**src/rtl/mtu_defines.svh**
```systemverilog
// Purpose: Constants of the multi timer unit with wake-up
// Assumes: Included by its bare name from the timer and top design files
// Notes:   Definitions only
`ifndef MTU_DEFINES_SVH
`define MTU_DEFINES_SVH

// Reference clock and counting clock rates in Hz
`define MTU_REF_CLK_HZ 25000000
`define MTU_FAST_CLK_HZ 13560000
// Common divisor for the fractional rate accumulator
`define MTU_FRAC_SCALE 10000
// The slow counting clock is the fast one divided by this
`define MTU_SLOW_DIV 64

// Reset values
`define MTU_CNT_RST 16'h0000
`define MTU_FLAGS_RST 8'h00

// Interrupt flag word layout
`define MTU_FLAG_SETCLR_BIT 7
`define MTU_FLAG_WAKE_BIT 4

`endif

```
**src/rtl/mtu_pkg.sv**
```systemverilog
// Purpose: Types shared by the multi timer unit files
// Assumes: Nothing
// Notes:   Values live in mtu_defines.svh
package mtu_pkg;

    // Counting clock choice of a general timer
    typedef enum logic [1:0] {
        MTU_SEL_FAST = 2'b00,
        MTU_SEL_SLOW = 2'b01,
        MTU_SEL_WAKE = 2'b10
    } mtu_clk_sel_t;

    // General timer state
    typedef enum logic [1:0] {
        MTU_T_IDLE = 2'b00,
        MTU_T_ARMED = 2'b01,
        MTU_T_COUNT = 2'b10
    } mtu_tstate_t;

    // System power state
    typedef enum logic [1:0] {
        MTU_P_ACTIVE = 2'b00,
        MTU_P_STANDBY = 2'b01,
        MTU_P_CHECK = 2'b10
    } mtu_pstate_t;

    // Per timer configuration
    typedef struct packed {
        mtu_clk_sel_t clk_sel;
        logic auto_reload_option;
        logic irq_en;
        logic start_evt_en;
        logic stop_evt_en;
        logic [7:0] reload_high_byte;
        logic [7:0] reload_low_byte;
    } mtu_tcfg_t;

    // Write word of global_timer_ctrl
    typedef struct packed {
        logic [3:0] immediate_strobe;
        logic [3:0] running;
    } mtu_ctrl_t;

endpackage

```
**src/rtl/mtu_gtimer.sv**
```systemverilog
// Purpose: One general 16-bit down-counter with reload
// Assumes: Ticks are one-cycle enables on ref_clk
// Notes:   A stop request keeps the count for elapsed-time reads
`timescale 1ns/10ps
`default_nettype none
`include "mtu_defines.svh"

module mtu_gtimer (
    // Clock and reset
    input wire logic ref_clk,
    input wire logic reset,
    // Timebase enables
    input wire logic tick_fast,
    input wire logic tick_slow,
    input wire logic tick_wake,
    // Configuration and control
    input wire mtu_pkg::mtu_tcfg_t cfg,
    input wire logic start_req,
    input wire logic stop_req,
    input wire logic start_event,
    input wire logic stop_event,
    // Status
    output logic [15:0] count_r,
    output logic running_r,
    output logic underflow_r
);

    mtu_pkg::mtu_tstate_t state_r;
    logic tick;
    logic [15:0] reload;

    // Selected counting clock
    always_comb begin
        unique case (cfg.clk_sel)
            mtu_pkg::MTU_SEL_FAST: tick = tick_fast;
            mtu_pkg::MTU_SEL_SLOW: tick = tick_slow;
            mtu_pkg::MTU_SEL_WAKE: tick = tick_wake;
            default: tick = 1'b0;
        endcase
    end

    assign reload = {cfg.reload_high_byte, cfg.reload_low_byte};

    // Counter, state and running status
    always_ff @(posedge ref_clk or posedge reset) begin
        if (reset) begin
            state_r <= mtu_pkg::MTU_T_IDLE;
            count_r <= `MTU_CNT_RST;
            running_r <= 1'b0;
            underflow_r <= 1'b0;
        end else begin
            underflow_r <= 1'b0;
            if (stop_req) begin
                state_r <= mtu_pkg::MTU_T_IDLE;
                running_r <= 1'b0;
            end else if (start_req) begin
                count_r <= reload;
                running_r <= 1'b1;
                if (cfg.start_evt_en) begin
                    state_r <= mtu_pkg::MTU_T_ARMED;
                end else begin
                    state_r <= mtu_pkg::MTU_T_COUNT;
                end
            end else begin
                unique case (state_r)
                    mtu_pkg::MTU_T_IDLE: begin
                        running_r <= 1'b0;
                    end
                    mtu_pkg::MTU_T_ARMED: begin
                        if (start_event) begin
                            state_r <= mtu_pkg::MTU_T_COUNT;
                        end
                    end
                    mtu_pkg::MTU_T_COUNT: begin
                        if (cfg.stop_evt_en && stop_event) begin
                            // Halt, keep count, no underflow
                            state_r <= mtu_pkg::MTU_T_IDLE;
                            running_r <= 1'b0;
                        end else if (tick && count_r == 16'h0000) begin
                            underflow_r <= 1'b1;
                            if (cfg.auto_reload_option) begin
                                count_r <= reload;
                            end else begin
                                state_r <= mtu_pkg::MTU_T_IDLE;
                                running_r <= 1'b0;
                            end
                        end else if (tick) begin
                            count_r <= count_r - 16'h0001;
                        end
                    end
                    default: begin
                        state_r <= mtu_pkg::MTU_T_IDLE;
                        running_r <= 1'b0;
                    end
                endcase
            end
        end
    end

endmodule
`default_nettype wire

```
**src/rtl/mtu_wtimer.sv**
```systemverilog
// Purpose: Wake timer counting slow oscillator ticks
// Assumes: Tick is the synchronised oscillator edge
// Notes:   Same zero-then-next-tick underflow as general timers
`timescale 1ns/10ps
`default_nettype none
`include "mtu_defines.svh"

module mtu_wtimer (
    // Clock and reset
    input wire logic ref_clk,
    input wire logic reset,
    // Oscillator tick
    input wire logic tick_osc,
    // Control
    input wire logic start_req,
    input wire logic stop_req,
    input wire logic auto_reload,
    input wire logic [15:0] reload,
    // Status
    output logic [15:0] count_r,
    output logic running_r,
    output logic underflow_r
);

    // Counter and running status
    always_ff @(posedge ref_clk or posedge reset) begin
        if (reset) begin
            count_r <= `MTU_CNT_RST;
            running_r <= 1'b0;
            underflow_r <= 1'b0;
        end else begin
            underflow_r <= 1'b0;
            if (stop_req) begin
                running_r <= 1'b0;
            end else if (start_req) begin
                count_r <= reload;
                running_r <= 1'b1;
            end else if (running_r && tick_osc) begin
                if (count_r == 16'h0000) begin
                    underflow_r <= 1'b1;
                    if (auto_reload) begin
                        count_r <= reload;
                    end else begin
                        running_r <= 1'b0;
                    end
                end else begin
                    count_r <= count_r - 16'h0001;
                end
            end
        end
    end

endmodule
`default_nettype wire

```
**src/rtl/mtu_top.sv**
```systemverilog
// Purpose: Multi timer unit with four general timers and a wake timer
// Assumes: Control bits arrive as same-clock ports, osc pin is async
// Notes:   Counting clocks are enables derived from ref_clk
//
// Contract
// - Each general timer counts fast, slow or wake-underflow ticks.
// - Each timer has 16-bit counter and full-range 16-bit reload bytes.
// - Fifth timer counts only slow oscillator ticks, used for wake-up.
// - Global control starts and stops timers and shows running state.
// - A running timer decrements once per selected tick.
// - Tick seen at zero is an underflow raising the timer interrupt.
// - Software can set and clear each timer flag.
// - On underflow halt at zero, or reload and continue if auto-reload.
// - Running bit reads one while started, zero when stopped.
// - Strobe with running starts; strobe without running stops.
// - Per-timer mode start bit also starts the timer.
// - Start event begins counting; early stop event halts without irq.
// - Wake timer underflow brings the system out of standby.
// - With auto-wake, no card means back to standby; else stay awake.
// - Stop event freezes the count for elapsed-time computation.
// - Auto-reload with irq enabled interrupts every period.
// - Enabled timer events drive the interrupt request pin.
// - Timer flags sit in the second interrupt flag word, set on underflow.
`timescale 1ns/10ps
`default_nettype none
`include "mtu_defines.svh"

module mtu_top #(
    parameter int NUM_TIMERS = 4,
    parameter int SLOW_DIV = `MTU_SLOW_DIV
) (
    // Clock and reset
    input wire logic ref_clk,
    input wire logic reset,
    // Slow oscillator pin
    input wire logic slow_oscillator,
    // Per timer configuration
    input wire mtu_pkg::mtu_tcfg_t [NUM_TIMERS-1:0] tcfg,
    // Global control write
    input wire logic ctrl_wr,
    input wire mtu_pkg::mtu_ctrl_t global_timer_ctrl,
    // Per timer mode start pulses
    input wire logic [NUM_TIMERS-1:0] mode_start,
    // Protocol start and stop events
    input wire logic [NUM_TIMERS-1:0] start_event,
    input wire logic [NUM_TIMERS-1:0] stop_event,
    // Interrupt flag write, bit 7 selects set or clear
    input wire logic flag_wr,
    input wire logic [7:0] flag_wdata,
    // Wake timer control
    input wire logic wake_start,
    input wire logic wake_stop,
    input wire logic wake_timer_auto_reload,
    input wire logic wake_irq_en,
    input wire logic [7:0] wake_reload_high_byte,
    input wire logic [7:0] wake_reload_low_byte,
    // Power control and card detect result
    input wire logic auto_wake_option,
    input wire logic standby_req,
    input wire logic detect_done,
    input wire logic card_found,
    // Timer status
    output logic [NUM_TIMERS-1:0][15:0] timer_count,
    output logic [NUM_TIMERS-1:0] timer_running,
    output logic [15:0] wake_count,
    output logic wake_running,
    // Interrupt state
    output logic [7:0] second_irq_flags,
    output logic irq_out,
    // Power state
    output logic standby,
    output logic wake_pulse
);

    localparam logic [11:0] FAST_STEP =
        12'(`MTU_FAST_CLK_HZ / `MTU_FRAC_SCALE);
    localparam logic [11:0] FAST_MOD =
        12'(`MTU_REF_CLK_HZ / `MTU_FRAC_SCALE);
    localparam int SDW = $clog2(SLOW_DIV);
    localparam logic [SDW-1:0] SLOW_LAST = SDW'(SLOW_DIV - 1);

    logic [11:0] frac_acc_r;
    logic tick_fast_r;
    logic [SDW-1:0] slow_div_r;
    logic tick_slow_r;
    logic osc_meta_r;
    logic osc_sync_r;
    logic osc_prev_r;
    logic tick_osc;
    logic [NUM_TIMERS-1:0] start_req;
    logic [NUM_TIMERS-1:0] stop_req;
    logic [NUM_TIMERS-1:0] underflow;
    logic [NUM_TIMERS-1:0] irq_en_mask;
    logic wake_underflow;
    logic [7:0] flag_set_hw;
    logic [7:0] flag_en;
    logic [7:0] flags_nxt;
    mtu_pkg::mtu_pstate_t pstate_r;

    // Start decode of one timer from a control write
    function automatic logic mtu_start_dec(
        input logic wr,
        input logic strobe,
        input logic run
    );
        mtu_start_dec = wr & strobe & run;
    endfunction

    // Stop decode of one timer from a control write
    function automatic logic mtu_stop_dec(
        input logic wr,
        input logic strobe,
        input logic run
    );
        mtu_stop_dec = wr & strobe & ~run;
    endfunction

    // Fractional accumulator gives the fast rate on average
    always_ff @(posedge ref_clk or posedge reset) begin
        if (reset) begin
            frac_acc_r <= 12'h000;
            tick_fast_r <= 1'b0;
        end else if (frac_acc_r + FAST_STEP >= FAST_MOD) begin
            frac_acc_r <= frac_acc_r + FAST_STEP - FAST_MOD;
            tick_fast_r <= 1'b1;
        end else begin
            frac_acc_r <= frac_acc_r + FAST_STEP;
            tick_fast_r <= 1'b0;
        end
    end

    // Slow rate divided down from fast ticks
    always_ff @(posedge ref_clk or posedge reset) begin
        if (reset) begin
            slow_div_r <= '0;
            tick_slow_r <= 1'b0;
        end else begin
            tick_slow_r <= 1'b0;
            if (tick_fast_r) begin
                if (slow_div_r == SLOW_LAST) begin
                    slow_div_r <= '0;
                    tick_slow_r <= 1'b1;
                end else begin
                    slow_div_r <= slow_div_r + 1'b1;
                end
            end
        end
    end

    // Oscillator pin synchroniser and rising edge
    always_ff @(posedge ref_clk or posedge reset) begin
        if (reset) begin
            osc_meta_r <= 1'b0;
            osc_sync_r <= 1'b0;
            osc_prev_r <= 1'b0;
        end else begin
            osc_meta_r <= slow_oscillator;
            osc_sync_r <= osc_meta_r;
            osc_prev_r <= osc_sync_r;
        end
    end

    assign tick_osc = osc_sync_r & ~osc_prev_r;

    // Start and stop requests per general timer
    always_comb begin
        for (int i = 0; i < NUM_TIMERS; i++) begin
            start_req[i] = mtu_start_dec(ctrl_wr,
                global_timer_ctrl.immediate_strobe[i],
                global_timer_ctrl.running[i]) | mode_start[i];
            stop_req[i] = mtu_stop_dec(ctrl_wr,
                global_timer_ctrl.immediate_strobe[i],
                global_timer_ctrl.running[i]);
        end
    end

    // Four general timers
    generate
        for (genvar g = 0; g < NUM_TIMERS; g++) begin : g_tmr
            mtu_gtimer u_gtimer (
                .ref_clk(ref_clk),
                .reset(reset),
                .tick_fast(tick_fast_r),
                .tick_slow(tick_slow_r),
                .tick_wake(wake_underflow),
                .cfg(tcfg[g]),
                .start_req(start_req[g]),
                .stop_req(stop_req[g]),
                .start_event(start_event[g]),
                .stop_event(stop_event[g]),
                .count_r(timer_count[g]),
                .running_r(timer_running[g]),
                .underflow_r(underflow[g])
            );
            assign irq_en_mask[g] = tcfg[g].irq_en;
        end
    endgenerate

    // Wake timer on the oscillator
    mtu_wtimer u_wtimer (
        .ref_clk(ref_clk),
        .reset(reset),
        .tick_osc(tick_osc),
        .start_req(wake_start),
        .stop_req(wake_stop),
        .auto_reload(wake_timer_auto_reload),
        .reload({wake_reload_high_byte, wake_reload_low_byte}),
        .count_r(wake_count),
        .running_r(wake_running),
        .underflow_r(wake_underflow)
    );

    // Hardware set sources and enables of the flag word
    always_comb begin
        flag_set_hw = 8'h00;
        flag_en = 8'h00;
        flag_set_hw[NUM_TIMERS-1:0] = underflow;
        flag_set_hw[`MTU_FLAG_WAKE_BIT] = wake_underflow;
        flag_en[NUM_TIMERS-1:0] = irq_en_mask;
        flag_en[`MTU_FLAG_WAKE_BIT] = wake_irq_en;
    end

    // Software set or clear, hardware set wins
    always_comb begin
        flags_nxt = second_irq_flags;
        if (flag_wr) begin
            if (flag_wdata[`MTU_FLAG_SETCLR_BIT]) begin
                flags_nxt = flags_nxt | {1'b0, flag_wdata[6:0]};
            end else begin
                flags_nxt = flags_nxt & ~{1'b0, flag_wdata[6:0]};
            end
        end
        flags_nxt = flags_nxt | flag_set_hw;
        flags_nxt[`MTU_FLAG_SETCLR_BIT] = 1'b0;
        flags_nxt[6:5] = 2'b00;
        for (int b = NUM_TIMERS; b < `MTU_FLAG_WAKE_BIT; b++) begin
            flags_nxt[b] = 1'b0;
        end
    end

    // Flag register and interrupt pin
    always_ff @(posedge ref_clk or posedge reset) begin
        if (reset) begin
            second_irq_flags <= `MTU_FLAGS_RST;
            irq_out <= 1'b0;
        end else begin
            second_irq_flags <= flags_nxt;
            irq_out <= |(flags_nxt & flag_en);
        end
    end

    // Standby, wake and card detect sequencing
    always_ff @(posedge ref_clk or posedge reset) begin
        if (reset) begin
            pstate_r <= mtu_pkg::MTU_P_ACTIVE;
            standby <= 1'b0;
            wake_pulse <= 1'b0;
        end else begin
            wake_pulse <= 1'b0;
            unique case (pstate_r)
                mtu_pkg::MTU_P_ACTIVE: begin
                    if (standby_req) begin
                        pstate_r <= mtu_pkg::MTU_P_STANDBY;
                        standby <= 1'b1;
                    end
                end
                mtu_pkg::MTU_P_STANDBY: begin
                    if (wake_underflow) begin
                        pstate_r <= mtu_pkg::MTU_P_CHECK;
                        standby <= 1'b0;
                        wake_pulse <= 1'b1;
                    end
                end
                mtu_pkg::MTU_P_CHECK: begin
                    if (detect_done) begin
                        if (!card_found && auto_wake_option) begin
                            pstate_r <= mtu_pkg::MTU_P_STANDBY;
                            standby <= 1'b1;
                        end else begin
                            pstate_r <= mtu_pkg::MTU_P_ACTIVE;
                        end
                    end
                end
                default: begin
                    pstate_r <= mtu_pkg::MTU_P_ACTIVE;
                    standby <= 1'b0;
                end
            endcase
        end
    end

endmodule
`default_nettype wire

```
**config.mk**
```make
export PLATFORM = sky130hd
export DESIGN_NAME = mtu_top
export DESIGN_NICKNAME = d
export VERILOG_FILES = /design/src/rtl/mtu_pkg.sv /design/src/rtl/mtu_gtimer.sv /design/src/rtl/mtu_wtimer.sv /design/src/rtl/mtu_top.sv
export VERILOG_INCLUDE_DIRS = /design/src /design/src/rtl
export SDC_FILE = /design/constraint.sdc
export NUM_CORES = 1
export LEC_CHECK = 0
export BUFFER_PORTS_ARGS = -buffer_cell sky130_fd_sc_hd__buf_2
export CAP_MARGIN = 10
export CELL_PAD_IN_SITES_DETAIL_PLACEMENT = 0
export CELL_PAD_IN_SITES_GLOBAL_PLACEMENT = 2
export CORE_MARGIN = 2
export CORE_UTILIZATION = 32
export DETAILED_ROUTE_END_ITERATION = 16
export PLACE_DENSITY = 0.93
export SKIP_CTS_REPAIR_TIMING = 1
export SYNTH_ARGS = -nofsm -noshare
export SYNTH_HDL_FRONTEND = slang
export SYNTH_SLANG_ARGS = --single-unit
```
**constraint.sdc**
```tcl
create_clock -name ref_clk -period 6.01 [get_ports ref_clk]
set_clock_uncertainty 0.15 [all_clocks]
set_input_delay 0.601 -clock ref_clk [delete_from_list [all_inputs] [get_ports ref_clk]]
set_output_delay 0.601 -clock ref_clk [all_outputs]
set_load 0.05 [all_outputs]
```
# --- After elaboration in Yosys (flattened, before gate mapping) ---
# Index checks and enable logic that the tools add are counted.
word_totals:
  register_bits: 131
  in_bits: 145
  out_inout_bits: 96
  wordCells: 314
classes:
  add_sub_neg: 8
  magnitude_cmp: 1
  eq_ne: 53
  mux: 136
  bitwise: 32
  reduce_logical: 53
ops:
  columns: ["op", "count"]
  rows:
  - ["16-bit two-way mux", 28]
  - ["16-bit logical NOT", 5]
  - ["16-bit by 1-bit subtractor with 16-bit output, second input constant", 5]
  - ["2-bit two-way mux", 31]
  - ["1-bit two-way mux", 59]
  - ["2-bit case mux with 3 select lines", 5]
  - ["3-bit by 1-bit inequality test with 1-bit output, second input constant", 8]
  - ["3-bit AND reduction", 7]
  - ["5-bit by 1-bit inequality test with 1-bit output, second input constant", 4]
  - ["5-bit by 2-bit inequality test with 1-bit output, second input constant", 4]
  - ["4-bit AND reduction", 5]
  - ["5-bit AND reduction", 4]
  - ["2-bit by 1-bit equality test with 1-bit output, second input constant", 9]
  - ["2-bit equality test, second input constant", 9]
  - ["2-bit logical NOT", 9]
  - ["3-bit nonzero test", 6]
  - ["4-bit by 2-bit inequality test with 1-bit output, second input constant", 4]
  - ["1-bit case mux with 3 select lines", 5]
  - ["1-bit AND", 13]
  - ["12-bit by 11-bit adder with 12-bit output, second input constant", 1]
  - ["12-bit >= comparator, second input constant", 1]
  - ["12-bit two-way mux", 1]
  - ["3-bit by 2-bit inequality test with 1-bit output, second input constant", 4]
  - ["12-bit subtractor, second input constant", 1]
  - ["17 further kinds", 55]

# --- Depth between registers and ports, before layout ---
# Gate-level depths: netlist of the first run.
logic_depth:
  depth_word: 8
  depth_mapped: 11
  mapped_depth_nobuf: 9

# --- Modules after synthesis ---
# A second synthesis of the first run with hierarchy kept.
unflattened:
  cells_unflattened: 1013
  hier_area_um2: 9108.7
modules_own_cells:
  columns: ["module", "instances", "cells_each", "area_per_inst_um2"]
  rows:
  - ["mtu_gtimer", 4, 167, 1482.7]
  - ["mtu_top", 1, 195, 1890.6]
  - ["mtu_wtimer", 1, 150, 1287.5]

# --- Worst setup path after synthesis of the first run ---
# Ideal clock, no wire load.
synth_path:
  path_kind: "flip-flop to flip-flop"
  startpoint: "register g_tmr[3].u_gtimer.count_r[6]"
  endpoint: "register g_tmr[3].u_gtimer.count_r[12]"
  arrival_time_ps: 2563
  t_required_ps: 5734
  path_slack_ps: 3171
  path_stages_with_launch: 11
  path_buffers: 3
  synth_period_minus_slack_ps: 2839
  cell_sequence: "dfrtp_1 > or4_4 > or4_4 > buf_6 > nor3_2 > nand2b_1 > buf_4 > buf_4 > nor3_1 > a21oi_1 > o21ai_1"
synth_via:
  elab_chain_len: 6
  word_cells_on_any_way: 11
  classes_between: "add/sub (1); eq/ne (1); mux (5); reduce/logical (4)"
synth_rtl:
  columns: ["item", "line_no", "rtl"]
  rows:
  - ["start: declaration", "mtu_gtimer.sv:23", "output logic [15:0] count_r,"]
  - ["start signal: assignment", "mtu_gtimer.sv:48", "count_r <= `MTU_CNT_RST;"]
  - ["start signal: assignment", "mtu_gtimer.sv:57", "count_r <= reload;"]
  - ["start signal: assignment", "mtu_gtimer.sv:82", "count_r <= reload;"]
  - ["16-bit by 1-bit subtractor with 16-bit output or 16-bit logical NOT (tied branches)", "mtu_gtimer.sv:88, mtu_gtimer.sv:79", null]
  - ["16-bit two-way mux or 1-bit logical AND (tied branches)", "mtu_gtimer.sv:87, mtu_gtimer.sv:79", null]
  - ["16-bit two-way mux", "mtu_gtimer.sv:79", "end else if (tick && count_r == 16'h0000) begin"]
  - ["16-bit two-way mux", "mtu_gtimer.sv:75", "if (cfg.stop_evt_en && stop_event) begin"]
  - ["16-bit two-way mux", "mtu_gtimer.sv:65", "unique case (state_r)"]
  - ["16-bit two-way mux", "mtu_gtimer.sv:56", "end else if (start_req) begin"]
# Parallel ways exist; a longest one is shown, timed or not. The select of a mux whose other input is x is not followed.
# A chain may end at the register's enable or synchronous reset.

# --- Worst setup path in the final report of the first run ---
layout_path:
  startpoint: "register g_tmr[0].u_gtimer.count_r[6]"
  endpoint: "register g_tmr[0].u_gtimer.count_r[10]"
layout_via:
  elab_chain_len: 6
  word_cells_on_any_way: 11
  classes_between: "add/sub (1); eq/ne (1); mux (5); reduce/logical (4)"
layout_rtl:
  columns: ["item", "line_no"]
  rows:
  - ["start: declaration", "mtu_gtimer.sv:23"]
  - ["start signal: assignment", "mtu_gtimer.sv:48"]
  - ["start signal: assignment", "mtu_gtimer.sv:57"]
  - ["start signal: assignment", "mtu_gtimer.sv:82"]
  - ["16-bit by 1-bit subtractor with 16-bit output or 16-bit logical NOT (tied branches)", "mtu_gtimer.sv:88, mtu_gtimer.sv:79"]
  - ["16-bit two-way mux or 1-bit logical AND (tied branches)", "mtu_gtimer.sv:87, mtu_gtimer.sv:79"]
  - ["16-bit two-way mux", "mtu_gtimer.sv:79"]
  - ["16-bit two-way mux", "mtu_gtimer.sv:75"]
  - ["16-bit two-way mux", "mtu_gtimer.sv:65"]
  - ["16-bit two-way mux", "mtu_gtimer.sv:56"]
# Parallel ways exist; a longest one is shown, timed or not. The select of a mux whose other input is x is not followed.

==> results.yml, run 1 <==
run_status:
  status: "finished, final reports clean"
yosys:
  synthTopCellsByArea: "dfrtp_1 41%, o21ai_0 6.6%, a21oi_1 5.9%"
  syn_area_um2: 7900
  yosysUniqueCellTypes: 73
  yosysSeqAreaShare: 0.408
  synth_top_area_share: 0.408
  synth_ff_type: "dfrtp_1"
  postSynth.asyncResetShare: 1.00
  synth_edf_count: 0
  syn_inst: 966
  synth.largest_area_cell: "dfrtp_1"
  yosys_warnings: 0
  ys_ff_latch: 129
  avgSynthCellArea_um2: 8.18
clocking:
  clkLatencyLatePin_ps: 410
  cts-root-buf: "clkbuf_16"
  htreeDepth: 4
  numClockSinks: 129
  cts_tree: "built"
  cts_made_buffers: 17
  clk_pin_slew_ps: 60
  cts_buffer_depth: 2
timing:
  tns_ps: 0
  worst_pin_slew_ps: 1190
  fin_crit_sh: 0.579
  rsz0062_at_grt: "false"
  relSlewSlack: 0.206
  hold_violations: 0
  clock.fmax_mhz: 287
  hold_slack_ps: 140
  period_needed_ps: 3480
  setup_violations: 0
  maxSlewViolCount: 0
  finalWorstSetupSlack_ps: 2530
die:
  initial_core_util: 0.325
  coreArea_um2: 24300
  row_count: 57
  die_width_um: 161
  io_pins: 241
  dieArea_um2: 26000
  die_height_um: 161
drt:
  detail_route.wl_per_cell_um: 15.7
  drt_wl_total_um: 23700
  drt_iter0_drc: 514
  postRouteAntennaNets: 0
  drc_errors: 0
  firstDrtPassIters: 5
  viasPerCell: 5.24
  via_count: 7909
finish:
  synthToLayoutAreaGrowth_pct: 24.8
  fillers: 2560
  layout-drive-gt1-share: 0.245
  nets: 1332
  mostFrequentLayoutCells: "235 x buf_2, 129 x dfrtp_1, 106 x nor2_1, 105 x o21ai_0, 93 x a21oi_1"
  final_common_cell: "buf_2"
min_path:
  hold_class: "primary input to register"
  min_path_cells: 1
placement:
  gp_congestion: 0.810
  port_buffers: 235
  detailed_place_hpwl_um: 17200
  preCtsSetupSlack_ps: 2610
setup_path:
  slowest_delay_ps: 940
  path_delay_family: "simple AND/OR/NAND/NOR gates"
  end_kind: "register"
  path_depth: 7
  cp_slowest_cell: "nand2_1"
  path_cells: "or3_1, nor3_1, nand4_1, nand2_1, nor2_1, a22oi_1, o21ai_0"
  worstPathRequired_ps: 6110
  path_buf_inv: 0
  r2r_cells: 7
  path_class: "register to register"
  path_max_fanout: 38
  critPathLaunchType: "register"
  cp.arrival_ps: 3580
  rrSetupSlack_ps: 2530
global_route:
  antenna_found_initial: 1
  grt_max_degree: 75
  gr-total-overflow: 0
  grt_pass1_wl_um: 37800
  gr-usage-all-layers: 0.178
  first_global_vias: 7335
power_and_ir_drop:
  p_leak_nw: 4.41
  power_mw: 3.27
  ir_drop_mv: 0.123
  power_density_nw_per_um2: 332
run:
  max_cap_viol_count: 0
==> registers in the layout (all words and copies together) (netlist names), 2 cells and up <==
register,count
g_tmr.u_gtimer.count_r,64
u_wtimer.count_r,16
frac_acc_r,10
g_tmr.u_gtimer.state_r,8
slow_div_r,6
second_irq_flags,5
g_tmr.u_gtimer.running_r,4
g_tmr.u_gtimer.underflow_r,4
pstate_r,2
==> cell usage after synthesis (10+ instances only) <==
cell type  number
nor2_1        106
nand2_1        80
buf_4          12
clkbuf_1       29
nand3_1        25
o21ai_1        36
a22oi_1        11
nor3_1         53
o211ai_1       11
dfrtp_1       129
o21ai_0       105
nor4_1         21
or3_1          13
inv_1          35
a21oi_1        93
ha_1           14
nor3b_1        10
xnor2_1        13
and3_1         10
==> final timing paths <==
path	start	endpoint
setup / recovery	g_tmr[0].u_gtimer.count_r[6]	g_tmr[0].u_gtimer.count_r[10]
hold / removal	slow_oscillator	osc_meta_r
setup reg to reg	g_tmr[0].u_gtimer.count_r[6]	g_tmr[0].u_gtimer.count_r[10]
hold reg to reg	osc_meta_r	osc_sync_r
max in group asynchronous	reset	g_tmr[1].u_gtimer.count_r[13]
min in group asynchronous	reset	u_wtimer.count_r[2]
==> per-stage QoR <==
step	utilization	cells	cell area (um2)
6_report	0.406	1510	9870
5_1_grt	0.406	1510	9870
4_1_cts	0.406	1509	9860
3_5_place_dp	0.381	1478	9270
3_3_place_gp	0.381	1478	9270
2_1_floorplan	-	968	7910
==> power breakdown <==
| part | total, mW | switching (mW) | internal [mW] |
|---|---|---|---|
| clock | 1.07 | 0.418 | 0.651 |
| combinational | 1.04 | 0.767 | 0.275 |
| sequential | 1.16 | 0.166 | 0.995 |
==> cells by family (layout without fill, tap and decap cells) <==
family	after synthesis	count (layout)	synth area share
fa+ha+maj	14	14	0.0222
compound gates	328	328	0.244
buf+inv	89	306	0.0508
other cells	1	4	0.000474
mux	11	11	0.0144
flops	129	129	0.408
simple gates	377	377	0.241
xor+xnor	17	17	0.0188
==> layer usage <==
layer  share of wire  vias to the layer above  wire length (um)  track usage
met5               0                        -                 0            0
met4           0.014                        0               322       0.0475
met3           0.051                       19              1200       0.0352
met2            0.48                      211             11300        0.301
met1            0.46                     3745             10900        0.234
li1                -                     3934                 -            -
==> layout make-up <==
cell class              instances  area (um2)  share of cell area
clock inverters                13         164              0.0166
diodes                          1        2.50            0.000254
inverters                      35         136              0.0138
repair buffers                240        1210               0.123
multi-input cells             750        4290               0.435
flip-flops and latches        129        3230               0.327
well taps                     324         405              0.0411
clock buffers                  18         429              0.0435
No activity file was read; power rests on OpenSTA's default activity.
==> inputs of run 2 (changes only) <==
--- a/config.mk
+++ b/config.mk
@@ -11,9 +11,9 @@
 export CELL_PAD_IN_SITES_DETAIL_PLACEMENT = 0
 export CELL_PAD_IN_SITES_GLOBAL_PLACEMENT = 2
 export CORE_MARGIN = 2
-export CORE_UTILIZATION = 32
+export CORE_UTILIZATION = 27
 export DETAILED_ROUTE_END_ITERATION = 16
-export PLACE_DENSITY = 0.93
+export PLACE_DENSITY = 0.84
 export SKIP_CTS_REPAIR_TIMING = 1
 export SYNTH_ARGS = -nofsm -noshare
 export SYNTH_HDL_FRONTEND = slang
==> constraint.sdc (replaced) <==
create_clock -name ref_clk -period 3.19 [get_ports ref_clk]
set_clock_uncertainty 0.15 [all_clocks]
set_input_delay 0.319 -clock ref_clk [delete_from_list [all_inputs] [get_ports ref_clk]]
set_output_delay 0.319 -clock ref_clk [all_outputs]
set_load 0.05 [all_outputs]
==> run 2 against run 1 <==
- via count is 0.76% higher
- largest power group unchanged
- global-route usage is 1.8 points lower
- critical endpoint is now frac_acc_r[6]
- cell count rose by 5.4%
==> results.yml, run 2 (same netlist as run 1, synthesis figures left out) <==
finish:
  nets: 1355
  mostFrequentLayoutCells: "235 x buf_2, 129 x dfrtp_1, 106 x nor2_1, 105 x o21ai_0, 93 x a21oi_1"
  largest_reg_flops: 64
  final_common_cell: "buf_2"
  layout-drive-gt1-share: 0.253
  regMostFlops: "g_tmr.u_gtimer.count_r"
  finalInstanceArea_um2: 10200
  reg_top3: "g_tmr.u_gtimer.count_r (64), u_wtimer.count_r (16), frac_acc_r (10)"
  synthToLayoutAreaGrowth_pct: 29.1
clocking:
  htreeDepth: 4
  cts-root-buf: "clkbuf_16"
  clk_pin_slew_ps: 60
  numClockSinks: 129
  clkLatencyLatePin_ps: 420
  cts_buffer_depth: 2
  cts_tree: "built"
  cts_made_buffers: 17
timing:
  finalWorstSetupSlack_ps: 364
  fin_crit_sh: 0.886
  setup_violations: 0
  hold_violations: 0
  tns_ps: 0
  period_needed_ps: 2830
  worst_pin_slew_ps: 1250
  rsz0062_at_grt: "false"
  clock.fmax_mhz: 354
  maxSlewViolCount: 0
  relSlewSlack: 0.169
setup_path:
  rrSetupSlack_ps: 360
  worstPathRequired_ps: 3330
  r2r_end: "frac_acc_r[6]"
  cp_slowest_cell: "dfrtp_1"
  critPathLaunch: "frac_acc_r[3]"
  path_buf_inv: 1
  path_max_fanout: 11
  r2r_start: "frac_acc_r[3]"
  critPathLaunchType: "register"
  end_kind: "register"
  slowest_delay_ps: 430
  cp.arrival_ps: 2970
  path_delay_family: "compound AO/OA/AOI/OAI gates"
  r2r_cells: 9
  path_class: "register to register"
  path_cells: "inv_1, ha_1, nor4bb_1, a21oi_1, o311ai_0, o32a_1, a21oi_2, o21ai_0, xor2_1"
power_and_ir_drop:
  p_leak_nw: 4.55
  ir_drop_mv: 0.259
  power_density_nw_per_um2: 628
global_route:
  first_global_vias: 7530
  gr-total-overflow: 0
  grt_max_degree: 78
  grt_pass1_wl_um: 39800
  antenna_found_initial: 0
  gr-usage-all-layers: 0.160
drt:
  viasPerCell: 5.01
  firstDrtPassIters: 4
  postRouteAntennaNets: 0
  drc_errors: 0
  drt_wl_total_um: 24800
  via_count: 7969
  drt_iter0_drc: 399
  detail_route.wl_per_cell_um: 15.6
placement:
  preCtsSetupSlack_ps: 356
  port_buffers: 235
  gp_congestion: 0.786
  detailed_place_hpwl_um: 18100
  dpl_cell_area_um2: 9500
min_path:
  min-delay-start: "tcfg[40]"
  min_path_cells: 3
  whs_endpoint: "irq_out"
  hold_class: "primary input to register"
die:
  row_count: 62
  initial_core_util: 0.275
  die_height_um: 175
  die_width_um: 175
  coreArea_um2: 28800
  dieArea_um2: 30700
  io_pins: 241
run_status:
  status: "finished, final reports clean"
run:
  max_cap_viol_count: 0
run 2: changes by cell type in the layout (fill, tap and decap cells not counted), sizes merged:
cell         before  now
dlygate4sd3       0    6
clkinv            4    3
clkinvlp          5    3
bufinv            3    5
buf             240  257
run 2: report_power, final:
group          switching, mW  leakage (nW)  total [mW]  internal [mW]
clock                  0.805         0.303        2.19           1.39
combinational           1.47          2.68        2.03          0.560
sequential             0.311          1.57        2.19           1.87
run 2: final cells by class:
type | instances | area (um2)
inverter | 35 | 135
clock inverter | 12 | 209
antenna | 1 | 2.50
fill | 3095 | 18600
tap | 384 | 480
timing repair buffer | 263 | 1440
multi-input combinational | 750 | 4280
sequential | 129 | 3230
clock buffer | 18 | 429
run 2: how the worst max path moves through the flow:
stage,to,slack (ps),cells after the start
finish,frac_acc_r[6],360,9
global route,g_tmr[2].u_gtimer.count_r[8],120,8
CTS,frac_acc_r[6],360,9
detailed placement,frac_acc_r[6],360,9
global placement,g_tmr[3].u_gtimer.count_r[8],420,8
floorplan,g_tmr[3].u_gtimer.count_r[12],350,10
run 2: layer usage:
metal / wire [um] / global-route usage / up-vias
met3: 1210 / 0.0320 / 24
met5: 0 / 0 / -
met2: 11700 / 0.264 / 203
met1: 11600 / 0.215 / 3759
li1: - / - / 3983
met4: 366 / 0.0406 / 0
run 2: worst register-to-register path: cells and delay by family (launching register included):
family,cells,cell delay [ps]
buffers and inverters,1,100
AO/OA/AOI/OAI,5,1320
AND/OR/NAND/NOR,1,140
XOR/XNOR,1,190
adder cells (fa/ha/maj),1,370
flip-flops,1,430
run 2: stage by stage:
| step | util | power [mW] | hold slack [ps] | std cells |
|---|---|---|---|---|
| 6_report | 0.355 | 6.40 | 5.53 | 1592 |
| 5_1_grt | 0.354 | 6.77 | 4.76 | 1591 |
| 4_1_cts | 0.352 | 6.47 | -163 | 1585 |
| 3_5_place_dp | 0.330 | 4.24 | 185 | 1555 |
| 3_3_place_gp | 0.330 | 4.23 | 182 | 1555 |
| 2_1_floorplan | - | 3.62 | 181 | 968 |
==> inputs of run 3 (changes only) <==
--- a/config.mk
+++ b/config.mk
@@ -13,6 +13,7 @@
 export CORE_MARGIN = 2
 export CORE_UTILIZATION = 27
 export DETAILED_ROUTE_END_ITERATION = 16
+export GPL_ROUTABILITY_DRIVEN = 0
 export PLACE_DENSITY = 0.84
 export SKIP_CTS_REPAIR_TIMING = 1
 export SYNTH_ARGS = -nofsm -noshare
==> constraint.sdc (replaced) <==
create_clock -name ref_clk -period 3.19 [get_ports ref_clk]
set_clock_uncertainty 0.15 [all_clocks]
set_input_delay 0.1595 -clock ref_clk [delete_from_list [all_inputs] [get_ports ref_clk]]
set_output_delay 0.1595 -clock ref_clk [all_outputs]
set_load 0.05 [all_outputs]
==> run 3 against run 2 <==
- combinational power grew 5%
- sequential cell count is the same
- routed wire length grew 2.8%
- sequential share of layout area shrank 3.2 points
- maximum frequency shrank 4.9%
- hold slack gained 6.6 ps
- critical path type unchanged
- critical endpoint is now g_tmr[3].u_gtimer.state_r[1]
- largest cell class unchanged
- largest power group unchanged
==> results.yml, run 3 (same netlist as run 1, synthesis figures left out) <==
timing:
  tns_ps: 0
  setup_violations: 0
  hold_violations: 0
  fin_crit_sh: 0.932
  hold_slack_ps: 12.1
  rsz0062_at_grt: "false"
  relSlewSlack: 0.177
  period_needed_ps: 2970
  clock.fmax_mhz: 336
  maxSlewViolCount: 0
  worst_pin_slew_ps: 1230
die:
  dieArea_um2: 30700
  initial_core_util: 0.275
  coreArea_um2: 28800
  die_height_um: 175
  die_width_um: 175
  row_count: 62
  io_pins: 241
global_route:
  first_global_vias: 7416
  gr-total-overflow: 0
  antenna_found_initial: 3
  grt_pass1_wl_um: 39300
  gr-usage-all-layers: 0.159
  grt_max_degree: 69
setup_path:
  slowest_delay_ps: 570
  path_max_fanout: 8
  cp.arrival_ps: 3120
  rrSetupSlack_ps: 220
  critPathLaunchType: "register"
  end_kind: "register"
  cp_common_cell: "or4_4"
  path_cells: "or4_4, or4_4, nor4_2, o21ai_0, nand2_1, o32ai_1, dlygate4sd3_1"
  cp_slowest_cell: "dlygate4sd3_1"
  worstPathRequired_ps: 3340
  path_class: "register to register"
min_path:
  hold_class: "primary input to register"
clocking:
  cts-root-buf: "clkbuf_16"
  htreeDepth: 4
  numClockSinks: 129
  cts_tree: "built"
  cts_buffer_depth: 2
  clk_pin_slew_ps: 70
  cts_made_buffers: 17
  clkLatencyLatePin_ps: 420
run_status:
  status: "finished, final reports clean"
finish:
  nets: 1468
  synthToLayoutAreaGrowth_pct: 43.5
  instances_no_fill: 1709
  mostFrequentLayoutCells: "235 x buf_2, 129 x dfrtp_1, 122 x dlygate4sd3_1, 106 x nor2_1, 105 x o21ai_0"
  regMostFlops: "g_tmr.u_gtimer.count_r"
  final_common_cell: "buf_2"
  layout-drive-gt1-share: 0.230
  reg_top3: "g_tmr.u_gtimer.count_r (64), u_wtimer.count_r (16), frac_acc_r (10)"
  largest_reg_flops: 64
placement:
  port_buffers: 235
  detailed_place_hpwl_um: 18200
  dpl.cell_count: 1552
drt:
  via_count: 8388
  drt_wl_total_um: 25500
  viasPerCell: 4.91
  firstDrtPassIters: 5
  drt_iter0_drc: 495
  drc_errors: 0
  postRouteAntennaNets: 0
  detail_route.wl_per_cell_um: 14.9
power_and_ir_drop:
  power_density_nw_per_um2: 565
  ir_drop_mv: 0.266
  power_mw: 6.41
  p_leak_nw: 5.03
run:
  max_cap_viol_count: 0
-- run 3: cell count changes in the layout (fill, tap and decap cells not counted), moves of 2 or more --
cell	before	now
dlygate4sd3_1	6	122
buf_4	19	15
inv_6	2	5
bufinv_16	5	3
diode_2	1	3
-- run 3: final timing paths --
check                                             startpoint                             to  cells after the start
worst max register to register  g_tmr[3].u_gtimer.count_r[4]   g_tmr[3].u_gtimer.state_r[1]                      7
worst min-delay path                           stop_event[3]  g_tmr[3].u_gtimer.underflow_r                      3
worst min register to register                    osc_meta_r                     osc_sync_r                      0
min in group asynchronous                              reset                        standby                      3
worst max-delay path            g_tmr[3].u_gtimer.count_r[4]   g_tmr[3].u_gtimer.state_r[1]                      7
max in group asynchronous                              reset  g_tmr[1].u_gtimer.underflow_r                      4
-- run 3: area by class of cell --
cell class                 instances  area [um2]
antenna                            3        7.51
sequential                       129        3230
timing repair buffer             376        2590
fill                            2972       17400
multi-input combinational        750        4280
clock buffer                      19         443
tap                              384         480
clock inverter                    13         173
inverter                          35         135
-- run 3: per-stage QoR --
step,utilization,cell area [um2],worst slack (ps)
floorplan,-,7920,351
global placement,0.330,9490,420
detailed placement,0.330,9490,343
CTS,0.351,10100,341
global route,0.394,11300,67.8
finish,0.394,11300,218
-- run 3: per-layer routing --
metal	GRT usage	vias up	routed length (um)
li1	-	4212	-
met1	0.213	3956	11800
met2	0.259	195	12300
met3	0.0309	25	983
met4	0.0465	0	357
met5	0	-	0
-- run 3: report_power, final --
part	internal [mW]	switching [mW]
sequential	1.87	0.315
combinational	0.655	1.48
clock	1.27	0.813
-- run 3: worst max-delay path, delay by kind of cell (launching register included) --
| kind | cells | cell delay, ps |
|---|---|---|
| buffers and inverters | 1 | 570 |
| and+or+nand+nor | 4 | 1410 |
| DFF | 1 | 470 |
| AOI/OAI and AO/OA | 2 | 250 |
